$ cat src/include/sism_pkg.sv
package sism_pkg;

  // Register indices as printed; byte address is four times the index
  localparam logic [15:0] STATUS_IDX = 16'h4011;
  localparam logic [15:0] MASK_IDX = 16'h4019;
  localparam logic [15:0] CMPDIR_IDX = 16'h4021;
  localparam logic [15:0] RAW_IDX = 16'h4022;

  localparam logic [31:0] STATUS_ADDR = {14'h0000, STATUS_IDX, 2'h0};
  localparam logic [31:0] MASK_ADDR = {14'h0000, MASK_IDX, 2'h0};
  localparam logic [31:0] CMPDIR_ADDR = {14'h0000, CMPDIR_IDX, 2'h0};
  localparam logic [31:0] RAW_ADDR = {14'h0000, RAW_IDX, 2'h0};

  // Bit positions shared by status, mask and raw registers
  localparam int SYSLOW_BIT = 15;
  localparam int SRCCHG_BIT = 14;
  localparam int USBCUR_BIT = 13;
  localparam int TIMEOUT_BIT = 11;
  localparam int READY_BIT = 8;
  localparam int CMP_LSB = 4;
  localparam int CMP_NUM = 4;

  // Implemented bits and group membership
  localparam logic [15:0] IMPL_BITS = 16'he9f0;
  localparam logic [15:0] TIMEOUT_GRP = 16'h0800;
  localparam logic [15:0] CONV_GRP = 16'h01f0;
  localparam logic [15:0] SUPPLY_GRP = 16'he000;

  // Reset values
  localparam logic [15:0] STATUS_RST = 16'h0000;
  localparam logic [15:0] MASK_RST = 16'he9f0;
  localparam logic [3:0] CMPDIR_RST = 4'h0;

  // Event sources as seen by the block
  typedef struct packed {
    logic system_supply_low;
    logic source_change;
    logic usb_current;
    logic timeout;
    logic converter_ready;
    logic [3:0] comparator_above;
  } sism_src_t;

  // Primary interrupt summaries
  typedef struct packed {
    logic timeout_primary_irq;
    logic converter_primary_irq;
    logic supply_path_primary_irq;
  } sism_prim_t;

  // Bus handshake states
  typedef enum logic [1:0] {
    ST_IDLE = 2'b01,
    ST_RESP = 2'b10
  } sism_bus_st_t;

endpackage

$ cat src/sism_edge.sv
`timescale 1ns/10ps
module sism_edge (
  input wire logic pclk,
  input wire logic presetn,
  input wire logic src,
  input wire logic clr,
  output logic stat_ff,
  output logic nxt_stat
);

  logic prev_ff;
  logic arm_ff;
  logic rise;

  // Rising source level; ignored on the first edge after reset so a
  // source already high at release is not taken for an event
  assign rise = src & ~prev_ff & arm_ff;

  // Sticky set on a rising source; a new edge beats a clear
  always_comb begin
    nxt_stat = stat_ff;
    if (clr) begin
      nxt_stat = 1'b0;
    end
    if (rise) begin
      nxt_stat = 1'b1;
    end
  end

  // Edge detection armed from the second edge after reset
  always_ff @(posedge pclk or negedge presetn) begin
    if (!presetn) begin
      arm_ff <= 1'b0;
    end else begin
      arm_ff <= 1'b1;
    end
  end

  // Previous source level for edge detection
  always_ff @(posedge pclk or negedge presetn) begin
    if (!presetn) begin
      prev_ff <= 1'b0;
    end else begin
      prev_ff <= src;
    end
  end

  // Status flop
  always_ff @(posedge pclk or negedge presetn) begin
    if (!presetn) begin
      stat_ff <= 1'b0;
    end else begin
      stat_ff <= nxt_stat;
    end
  end

endmodule

$ cat src/sism_top.sv
`timescale 1ns/10ps
module sism_top
  import sism_pkg::*;
(
  input wire logic pclk,
  input wire logic presetn,
  input wire logic psel,
  input wire logic penable,
  input wire logic pwrite,
  input wire logic [31:0] paddr,
  input wire logic [31:0] pwdata,
  input wire logic [3:0] pstrb,
  output logic [31:0] prdata_ff,
  output logic pready_ff,
  output logic pslverr_ff,
  input wire sism_src_t src,
  output sism_prim_t prim_irq_ff,
  output logic irq_ff
);

  sism_bus_st_t st_ff;
  sism_bus_st_t nxt_st;
  logic [15:0] mask_ff;
  logic [15:0] nxt_mask;
  logic [3:0] cmpdir_ff;
  logic [3:0] nxt_cmpdir;
  logic [15:0] stat_vec;
  logic [15:0] nxt_stat_vec;
  logic [15:0] src_vec;
  logic [15:0] clr_vec;
  logic [15:0] raw_vec;
  logic [3:0] cmp_trig;
  logic [15:0] live;
  logic access;
  logic fire;
  logic wr_fire;
  logic hit_status;
  logic hit_mask;
  logic hit_cmpdir;
  logic hit_raw;
  logic mapped;
  logic [31:0] rd_data;
  logic [15:0] lane_en;
  logic wr_status;
  logic wr_mask;
  logic wr_cmpdir;
  logic [15:0] timeout_live;
  logic [15:0] conv_live;
  logic [15:0] supply_live;
  sism_prim_t nxt_prim;
  logic nxt_irq;
  logic nxt_pready;
  logic nxt_pslverr;
  logic [31:0] nxt_prdata;
  logic start;
  logic [3:0] above_prev_ff;
  logic [3:0] cmp_pulse;

  // Comparator trigger: direction bit one means above threshold
  always_comb begin
    cmp_trig = cmpdir_ff & src.comparator_above;
    cmp_trig = cmp_trig | (~cmpdir_ff & ~src.comparator_above);
  end

  // Comparator outputs one edge back
  always_ff @(posedge pclk or negedge presetn) begin
    if (!presetn) begin
      above_prev_ff <= 4'h0;
    end else begin
      above_prev_ff <= src.comparator_above;
    end
  end

  // Comparator event: output crosses into the level its direction bit
  // selects; a direction write alone raises nothing
  always_comb begin
    cmp_pulse = 4'h0;
    for (int ci = 0; ci < CMP_NUM; ci++) begin
      if (cmpdir_ff[ci]) begin
        cmp_pulse[ci] = src.comparator_above[ci] & ~above_prev_ff[ci];
      end else begin
        cmp_pulse[ci] = ~src.comparator_above[ci] & above_prev_ff[ci];
      end
    end
  end

  // Source conditions placed at their status positions
  always_comb begin
    src_vec = 16'h0000;
    src_vec[SYSLOW_BIT] = src.system_supply_low;
    src_vec[SRCCHG_BIT] = src.source_change;
    src_vec[USBCUR_BIT] = src.usb_current;
    src_vec[TIMEOUT_BIT] = src.timeout;
    src_vec[READY_BIT] = src.converter_ready;
    src_vec[CMP_LSB +: CMP_NUM] = cmp_pulse;
  end

  // Live levels shown in the raw register; comparators show their
  // trigger level rather than the one-cycle crossing
  always_comb begin
    raw_vec = src_vec & IMPL_BITS;
    raw_vec[CMP_LSB +: CMP_NUM] = cmp_trig;
  end

  // Address decode, word aligned only
  always_comb begin
    hit_status = (paddr == STATUS_ADDR);
    hit_mask = (paddr == MASK_ADDR);
    hit_cmpdir = (paddr == CMPDIR_ADDR);
    hit_raw = (paddr == RAW_ADDR);
    mapped = hit_status | hit_mask | hit_cmpdir | hit_raw;
  end

  // Access phase seen, the first access edge and the completing edge
  assign access = psel & penable;
  assign start = access & (st_ff == ST_IDLE);
  assign fire = access & pready_ff & (st_ff == ST_RESP);
  assign wr_fire = fire & pwrite & mapped;

  // Per-register write strobes, valid only at the completing edge
  assign wr_status = wr_fire & hit_status;
  assign wr_mask = wr_fire & hit_mask;
  assign wr_cmpdir = wr_fire & hit_cmpdir;

  // Byte lanes of the 16-bit registers; the upper lanes hold no bits
  always_comb begin
    lane_en = 16'h0000;
    lane_en[7:0] = {8{pstrb[0]}};
    lane_en[15:8] = {8{pstrb[1]}};
  end

  // Write-one-clear strobes honour byte lanes; a zero leaves its bit
  // alone, so software clears only what it has serviced
  always_comb begin
    clr_vec = 16'h0000;
    if (wr_status) begin
      clr_vec = pwdata[15:0] & lane_en;
    end
    clr_vec = clr_vec & IMPL_BITS;
  end

  // One sticky edge-latched bit per implemented source
  genvar gi;
  generate
    for (gi = 0; gi < 16; gi++) begin : g_bit
      if (IMPL_BITS[gi]) begin : g_impl
        sism_edge u_edge (
          .pclk(pclk),
          .presetn(presetn),
          .src(src_vec[gi]),
          .clr(clr_vec[gi]),
          .stat_ff(stat_vec[gi]),
          .nxt_stat(nxt_stat_vec[gi])
        );
      end else begin : g_rsvd
        assign stat_vec[gi] = 1'b0;
        assign nxt_stat_vec[gi] = 1'b0;
      end
    end
  endgenerate

  // Mask register update, same layout as status
  always_comb begin
    nxt_mask = mask_ff;
    if (wr_mask) begin
      if (pstrb[0]) begin
        nxt_mask[7:0] = pwdata[7:0];
      end
      if (pstrb[1]) begin
        nxt_mask[15:8] = pwdata[15:8];
      end
    end
    nxt_mask = nxt_mask & IMPL_BITS;
  end

  // Mask flops, every implemented bit set out of reset
  always_ff @(posedge pclk or negedge presetn) begin
    if (!presetn) begin
      mask_ff <= MASK_RST;
    end else begin
      mask_ff <= nxt_mask;
    end
  end

  // Comparator direction register
  always_comb begin
    nxt_cmpdir = cmpdir_ff;
    if (wr_cmpdir && pstrb[0]) begin
      nxt_cmpdir = pwdata[3:0];
    end
  end

  // Direction flops
  always_ff @(posedge pclk or negedge presetn) begin
    if (!presetn) begin
      cmpdir_ff <= CMPDIR_RST;
    end else begin
      cmpdir_ff <= nxt_cmpdir;
    end
  end

  // Unmasked pending bits from next-state values, so outputs
  // follow a clear or mask change on the same edge; the current
  // flops would leave the line up one cycle too long
  always_comb begin
    live = nxt_stat_vec & ~nxt_mask;
  end

  // Split the pending bits by primary group
  always_comb begin
    timeout_live = live & TIMEOUT_GRP;
    conv_live = live & CONV_GRP;
    supply_live = live & SUPPLY_GRP;
  end

  // Next primary levels and the combined line
  always_comb begin
    nxt_prim = '0;
    nxt_prim.timeout_primary_irq = |timeout_live;
    nxt_prim.converter_primary_irq = |conv_live;
    nxt_prim.supply_path_primary_irq = |supply_live;
    nxt_irq = |nxt_prim;
  end

  // Primary summaries per group
  always_ff @(posedge pclk or negedge presetn) begin
    if (!presetn) begin
      prim_irq_ff <= '0;
    end else begin
      prim_irq_ff <= nxt_prim;
    end
  end

  // Combined level interrupt
  always_ff @(posedge pclk or negedge presetn) begin
    if (!presetn) begin
      irq_ff <= 1'b0;
    end else begin
      irq_ff <= nxt_irq;
    end
  end

  // Read multiplexer, unused bits read zero
  always_comb begin
    rd_data = 32'h0000_0000;
    if (hit_status) begin
      rd_data[15:0] = stat_vec;
    end
    if (hit_mask) begin
      rd_data[15:0] = mask_ff;
    end
    if (hit_cmpdir) begin
      rd_data[3:0] = cmpdir_ff;
    end
    if (hit_raw) begin
      rd_data[15:0] = raw_vec;
    end
  end

  // Bus state: one wait state in every access
  always_comb begin
    nxt_st = st_ff;
    case (st_ff)
      ST_IDLE: begin
        if (access) begin
          nxt_st = ST_RESP;
        end
      end
      ST_RESP: begin
        nxt_st = ST_IDLE;
      end
      default: begin
        nxt_st = ST_IDLE;
      end
    endcase
  end

  // State flop
  always_ff @(posedge pclk or negedge presetn) begin
    if (!presetn) begin
      st_ff <= ST_IDLE;
    end else begin
      st_ff <= nxt_st;
    end
  end

  // Response next values: answer one cycle into the access phase,
  // and zero otherwise so stale read data never lingers
  always_comb begin
    nxt_pready = 1'b0;
    nxt_pslverr = 1'b0;
    nxt_prdata = 32'h0000_0000;
    if (start) begin
      nxt_pready = 1'b1;
      nxt_pslverr = ~mapped; // Unmapped or misaligned address
      if (!pwrite && mapped) begin
        nxt_prdata = rd_data;
      end
    end
  end

  // Ready flop
  always_ff @(posedge pclk or negedge presetn) begin
    if (!presetn) begin
      pready_ff <= 1'b0;
    end else begin
      pready_ff <= nxt_pready;
    end
  end

  // Error flop
  always_ff @(posedge pclk or negedge presetn) begin
    if (!presetn) begin
      pslverr_ff <= 1'b0;
    end else begin
      pslverr_ff <= nxt_pslverr;
    end
  end

  // Read data flop
  always_ff @(posedge pclk or negedge presetn) begin
    if (!presetn) begin
      prdata_ff <= 32'h0000_0000;
    end else begin
      prdata_ff <= nxt_prdata;
    end
  end

endmodule

$ cat config.mk
export PLATFORM = sky130hd
export DESIGN_NAME = sism_top
export DESIGN_NICKNAME = d
export VERILOG_FILES = /design/src/include/sism_pkg.sv /design/src/sism_edge.sv /design/src/sism_top.sv
export SDC_FILE = /design/constraint.sdc
export NUM_CORES = 1
export LEC_CHECK = 0
export ABC_AREA = 1
export BUFFER_PORTS_ARGS = -buffer_cell sky130_fd_sc_hd__buf_2
export CELL_PAD_IN_SITES_DETAIL_PLACEMENT = 1
export CELL_PAD_IN_SITES_GLOBAL_PLACEMENT = 1
export CORE_MARGIN = 1
export CORE_UTILIZATION = 31
export CTS_CLUSTER_DIAMETER = 30
export DETAILED_ROUTE_END_ITERATION = 10
export PLACE_DENSITY = 0.74
export SETUP_SLACK_MARGIN = 0.15
export SLEW_MARGIN = 15
export SYNTH_ARGS = -nofsm -noshare
export SYNTH_HDL_FRONTEND = slang
export SYNTH_SLANG_ARGS = --single-unit
$ cat constraint.sdc
create_clock -name pclk -period 1.7 [get_ports pclk]
set_input_delay 0.085 -clock pclk [delete_from_list [all_inputs] [get_ports pclk]]
set_output_delay 0.085 -clock pclk [all_outputs]
set_load 0.02 [all_outputs]
# After elaboration in Yosys (flattened, before gate mapping)
# Cells that the tools add are included.
[totals]
regBits = 76
inputBits = 82
out_inout_bits = 38
[classes]
n_eq_ne = 7
n_mux = 36
bitwise = 64
n_reduce_logical = 6
[op_table]
columns = ["op", "count"]
rows = [
  ["$eq A32 B17 Y1 const B", 4],
  ["$mux W16", 6],
  ["$and A1 B1 Y1", 35],
  ["$and A16 B16 Y16", 2],
  ["$mux W32", 1],
  ["$mux W1", 24],
  ["$not A1 Y1", 18],
  ["$mux W8", 2],
  ["$not A16 Y16", 1],
  ["$reduce_or A9 Y1", 1],
  ["$and A4 B4 Y4", 2],
  ["$not A4 Y4", 2],
  ["$reduce_or A5 Y1", 1],
  ["$mux W2", 2],
  ["$mux W4", 1],
  ["$or A4 B4 Y4", 1],
  ["$or A1 B1 Y1", 3],
  ["$reduce_or A3 Y1", 1],
  ["$eq A2 B1 Y1 const B", 1],
  ["$eq A2 B2 Y1 const B", 1],
  ["$logic_and A1 B1 Y1", 2],
  ["$ne A2 B2 Y1 const B", 1],
  ["$logic_not A1 Y1", 1],
]

# Depth between registers and ports, before layout
[depth]
word_depth = 11
mapped_depth = 14

# Cells and area by module
# From an unflattened synthesis, not the netlist that was laid out.
[unflattened]
hier_cells = 420
area_unflattened_um2 = 3350.7
[by_module_without_submodules]
columns = ["module", "n_inst", "cells_each", "area_each_um2", "seq_area_each_um2"]
rows = [
  ["sism_top", 1, 339, 2461.1, 963.4],
  ["sism_edge", 9, 9, 98.8, 75.1],
]

# Least setup slack after synthesis
# OpenSTA, ideal clock, no wires.
[synth_timing]
path_type = "flip-flop to flip-flop"
start = "register pready_ff"
end = "register irq_ff"
setup_time_ps = 120
arrival_ps = 1545
required_time_ps = 1580
setup_slack_ps = 35
stages_incl_launch_ff = 10
n_path_buf = 1
synth_period_minus_slack_ps = 1665
cell_sequence = "dfrtp_1 > nand4_1 > nor2_1 > nand3_2 > buf_6 > or2_1 > nand3_1 > nand2_1 > nor2_2 > nand2_1"
[synth_between]
elab_chain_len = 10
word_cells_on_any_way = 29
classes_between = "20 x mux; 8 x bitwise; 1 x reduce/logical"
[synth_rtl]
columns = ["item", "line_no", "source"]
rows = [
  ["start: declaration", "sism_top.sv:14", "output logic pready_ff,"],
  ["start signal: assignment", "sism_top.sv:307", "pready_ff <= nxt_pready;"],
  ["$and A1 B1 Y1 (*) (2 in series)", "sism_top.sv:117", "assign fire = access & pready_ff & (st_ff == ST_RESP);"],
  ["$and A1 B1 Y1 (*) (2 in series)", "sism_top.sv:118", "assign wr_fire = fire & pwrite & mapped;"],
  ["$and A1 B1 Y1", "sism_top.sv:121", "assign wr_status = wr_fire & hit_status;"],
  ["$mux W16", "sism_top.sv:136", "if (wr_status) begin"],
  ["$mux W1", "sism_edge.sv:22", "if (clr) begin"],
  ["$mux W1", "sism_edge.sv:25", "if (rise) begin"],
  ["$and A16 B16 Y16 (*)", "sism_top.sv:206", "live = nxt_stat_vec & ~nxt_mask;"],
  ["$reduce_or A9 Y1 (*)", "sism_top.sv:222", "nxt_irq = |nxt_prim;"],
  ["named net nxt_irq", "sism_top.sv:51", "logic nxt_irq;"],
  ["end signal: assignment", "sism_top.sv:239", "irq_ff <= nxt_irq;"],
  ["end: declaration", "sism_top.sv:18", "output logic irq_ff"],
]
# The timed path passes the listed nets; every way through them passes the cells marked *.
# A chain may end at the register's enable or synchronous reset.

==> run summary <==
Worst path required time: 1960 ps
Critical path fanouts, max: 4
RSZ-0062 raised after global routing: yes
Antenna violations before repair: 0
Fin area: 3945 µm²
Crit path capture type: flip-flop
Final setup viols: 8
Final Hold Vio Count: 0
Final WS setup: -100.8 ps
First-pass GRT wire length: 13090 µm
Path depth of the worst reg2reg path: 12
Area contributors post-synth: dfrtp_1 (41%), nand2_1 (9.8%), dfstp_2 (9.2%)
Die W: 98.08 µm
Failing checks: DRC, setup timing
Die area: 9619 µm²
CP max stage delay: 370 ps
Max cap viols: 0
Share of the synthesized area in the top cell type: 0.4110
HP Class: in2reg
Synth unique cells: 31
Synth warn: 0
Layout area overhead: 37.87%
LEAKAGE: 2.038 nW
CTS Buffer Depth: 2
Final Routed Wirelength: 7978 µm
Fraction of layout cells with a size suffix above 1: 0.3528
Final ANT Viol Nets: 0
Clock Skews: 7.636 ps
Period minus WS final: 1801 ps
Routed wire per std cell: 13.59 µm
# DRC: 6
Initial core utilization: 0.3234
Worst R2R Setup Slack: -100 ps
CP startpoint: st_ff[0]
Cells after Synth: 350
DRT iter0 DRCs: 57
Synthesized cell area: 2861 µm²
Vias in the first global route: 2872
Final GP Congestion: 0.8070
Root buffer cell: clkbuf_8
Via count of the routed design: 2637
CP max stage cell: dfstp_2
Worst hold slack: 66.41 ps
Avg Cell Area, Syn: 8.176 µm²
Vias per cell: 4.492
Site Rows: 34
Clock latency on the worst-skew pair: 330 ps
Total core area: 8848 µm²
Total gr overflow: 0
Clock-pin transition on the worst setup and hold timing paths: 60 ps
Hpwl dp: 5684 µm
Final period util: 1.059
Startpoint types: flip-flop
Area after DPL: 3433 µm²
Clk sink count: 57
Net count, final: 556
Reg2Reg Capture Point: prim_irq_ff[1]
CP arrival: 2060 ps
Worst slack, placed: -187.8 ps
Outcome: finished, violations left
Highest clock rate: 555.3 MHz
Ports: 120
WS Path Type: reg2reg
Slew Limit Fails: 0
Total track usage: 0.1764
Worst IR drop on VDD: 0.3683 mV
Largest net degree at the start of global routing: 58
RR Startpoint: st_ff[0]
CTS Buf Count: 9
Worst Setup EP: prim_irq_ff[1]
H-tree depth: 3
Drt pass-1 iters: 7
Seq/Total Area, Yosys: 0.5028
Yosys top cell by area: dfrtp_1
Port Buffer Count: 79
CTS tree: done
Antenna Cells: 0
Die height: 98.08 µm
Critical-path cell list: inv_2, nand4_1, nor2_4, nand3_4, buf_6, nor2_4, inv_2, a21oi_4, nand2_1, nand2_1, nor2_2, inv_1
Pwr Density: 724.0 nW/µm²
Register bit total from synthesis: 57
-- kinds of logic (layout without fill, tap and decap cells) --
| family | Yosys count | in the layout | synth area share |
|---|---|---|---|
| AO/OA/AOI/OAI | 32 | 32 | 0.06122 |
| flip-flops | 57 | 57 | 0.5028 |
| buffers and inverters | 74 | 185 | 0.1268 |
| AND/OR/NAND/NOR | 185 | 185 | 0.3065 |
| other | 2 | 20 | 0.002625 |
-- power by group --
| group | switching, W | total (W) | internal [W] |
|---|---|---|---|
| clock network | 0.000509 | 0.00119 | 0.000684 |
| logic | 0.000159 | 0.000267 | 0.000108 |
| registers | 0.0000130 | 0.00140 | 0.00138 |
-- synth_stat cells --
cell type and count:
a21oi_1 2, a31oi_1 9, buf_1 1, buf_2 2, buf_4 20, buf_6 1, clkinv_1 2, conb_1 2
dfrtp_1 47, dfstp_2 10, inv_1 46, inv_2 2, nand2_1 75, nand2_2 3, nand3_1 7, nand3_2 2
nand3b_1 7, nand4_1 7, nand4_2 1, nor2_1 61, nor2_2 2, nor2_4 3, nor3_1 5, nor3_2 6
nor3_4 1, nor3b_1 4, o21a_1 1, o21ai_0 18, o21ai_1 1, o22ai_1 1, or2_1 1
-- worst max-delay path, delay by kind of cell (launching register included) --
kind / cells / cell delay [ps]
AND/OR/NAND/NOR: 7 / 850
flip-flops: 1 / 370
AO/OA/AOI/OAI: 1 / 160
buffers and inverters: 4 / 340
-- sequential cells by signal (all words and copies together) (netlist names), 2 cells and up --
register / count
prdata_ff: 13
above_prev_ff: 4
g_bit.g_impl.u_edge.stat_ff: 9
prim_irq_ff: 3
g_bit.g_impl.u_edge.prev_ff: 9
cmpdir_ff: 4
mask_ff: 9
st_ff: 2
-- worst min path at each step --
stage	slack (ps)	start	end	depth (start not counted)
3_5_place_dp	110	presetn	prdata_ff[14]	2
6_report	70	pwdata[11]	mask_ff[11]	3
5_1_grt	80	pwdata[11]	mask_ff[11]	3
3_3_place_gp	110	presetn	prdata_ff[8]	2
4_1_cts	30	pwdata[11]	mask_ff[11]	3
2_1_floorplan	-210	presetn	above_prev_ff[0]	0
-- cell type report --
cell class,count,area [µm²]
inverter,50,187.7
timing repair buffer,119,770.7
clock inverter,2,10.01
sequential,57,1440
fill,1112,4903
clock buffer,14,182.7
tap,108,135.1
multi-input combinational,237,1219
-- routing by layer --
metal  vias to the layer above  GRT usage  wire, µm
met5                         -          0         0
met3                        12    0.04295       303
met2                        61     0.3218      4154
met4                         0    0.07459       142
li1                       1302          -         -
met1                      1262     0.1945      3377
-- cell usage in the layout (no fill, tap or decap), drive strengths merged --
cell type      n
o21a           1
a21oi          2
o22ai          1
a31oi          9
dlygate4sd3   14
nor3          12
nand3b         7
or2            1
nor3b          4
nand3          9
nand2         78
clkbuf        14
buf          105
inv           48
o21ai         19
nand4          8
clkinv         4
conb          20
dfrtp         47
nor2          66
dfstp         10
-- repair_timing --
action | in CTS | in global routing
gates cloned | 0 | 0
gates resized for setup | 23 | 8
pin swaps | 14 | 4
setup endpoints to repair | 11 | 25
hold buffers | 14 | 0
hold endpoints to repair | 60 | 0
setup buffers | 7 | 3
-- through the flow --
step / util / setup TNS (ps) / instances / total power, W
floorplan: - / 0 / 368 / 0.001552
global placement: 0.3880 / -138.2 / 547 / 0.001648
detailed placement: 0.3880 / -354.7 / 547 / 0.001657
CTS: 0.4408 / -63.35 / 584 / 0.002899
global route: 0.4458 / -1313 / 587 / 0.002995
finish: 0.4458 / -334.0 / 587 / 0.002856
(Power assumes the default switching activity.)
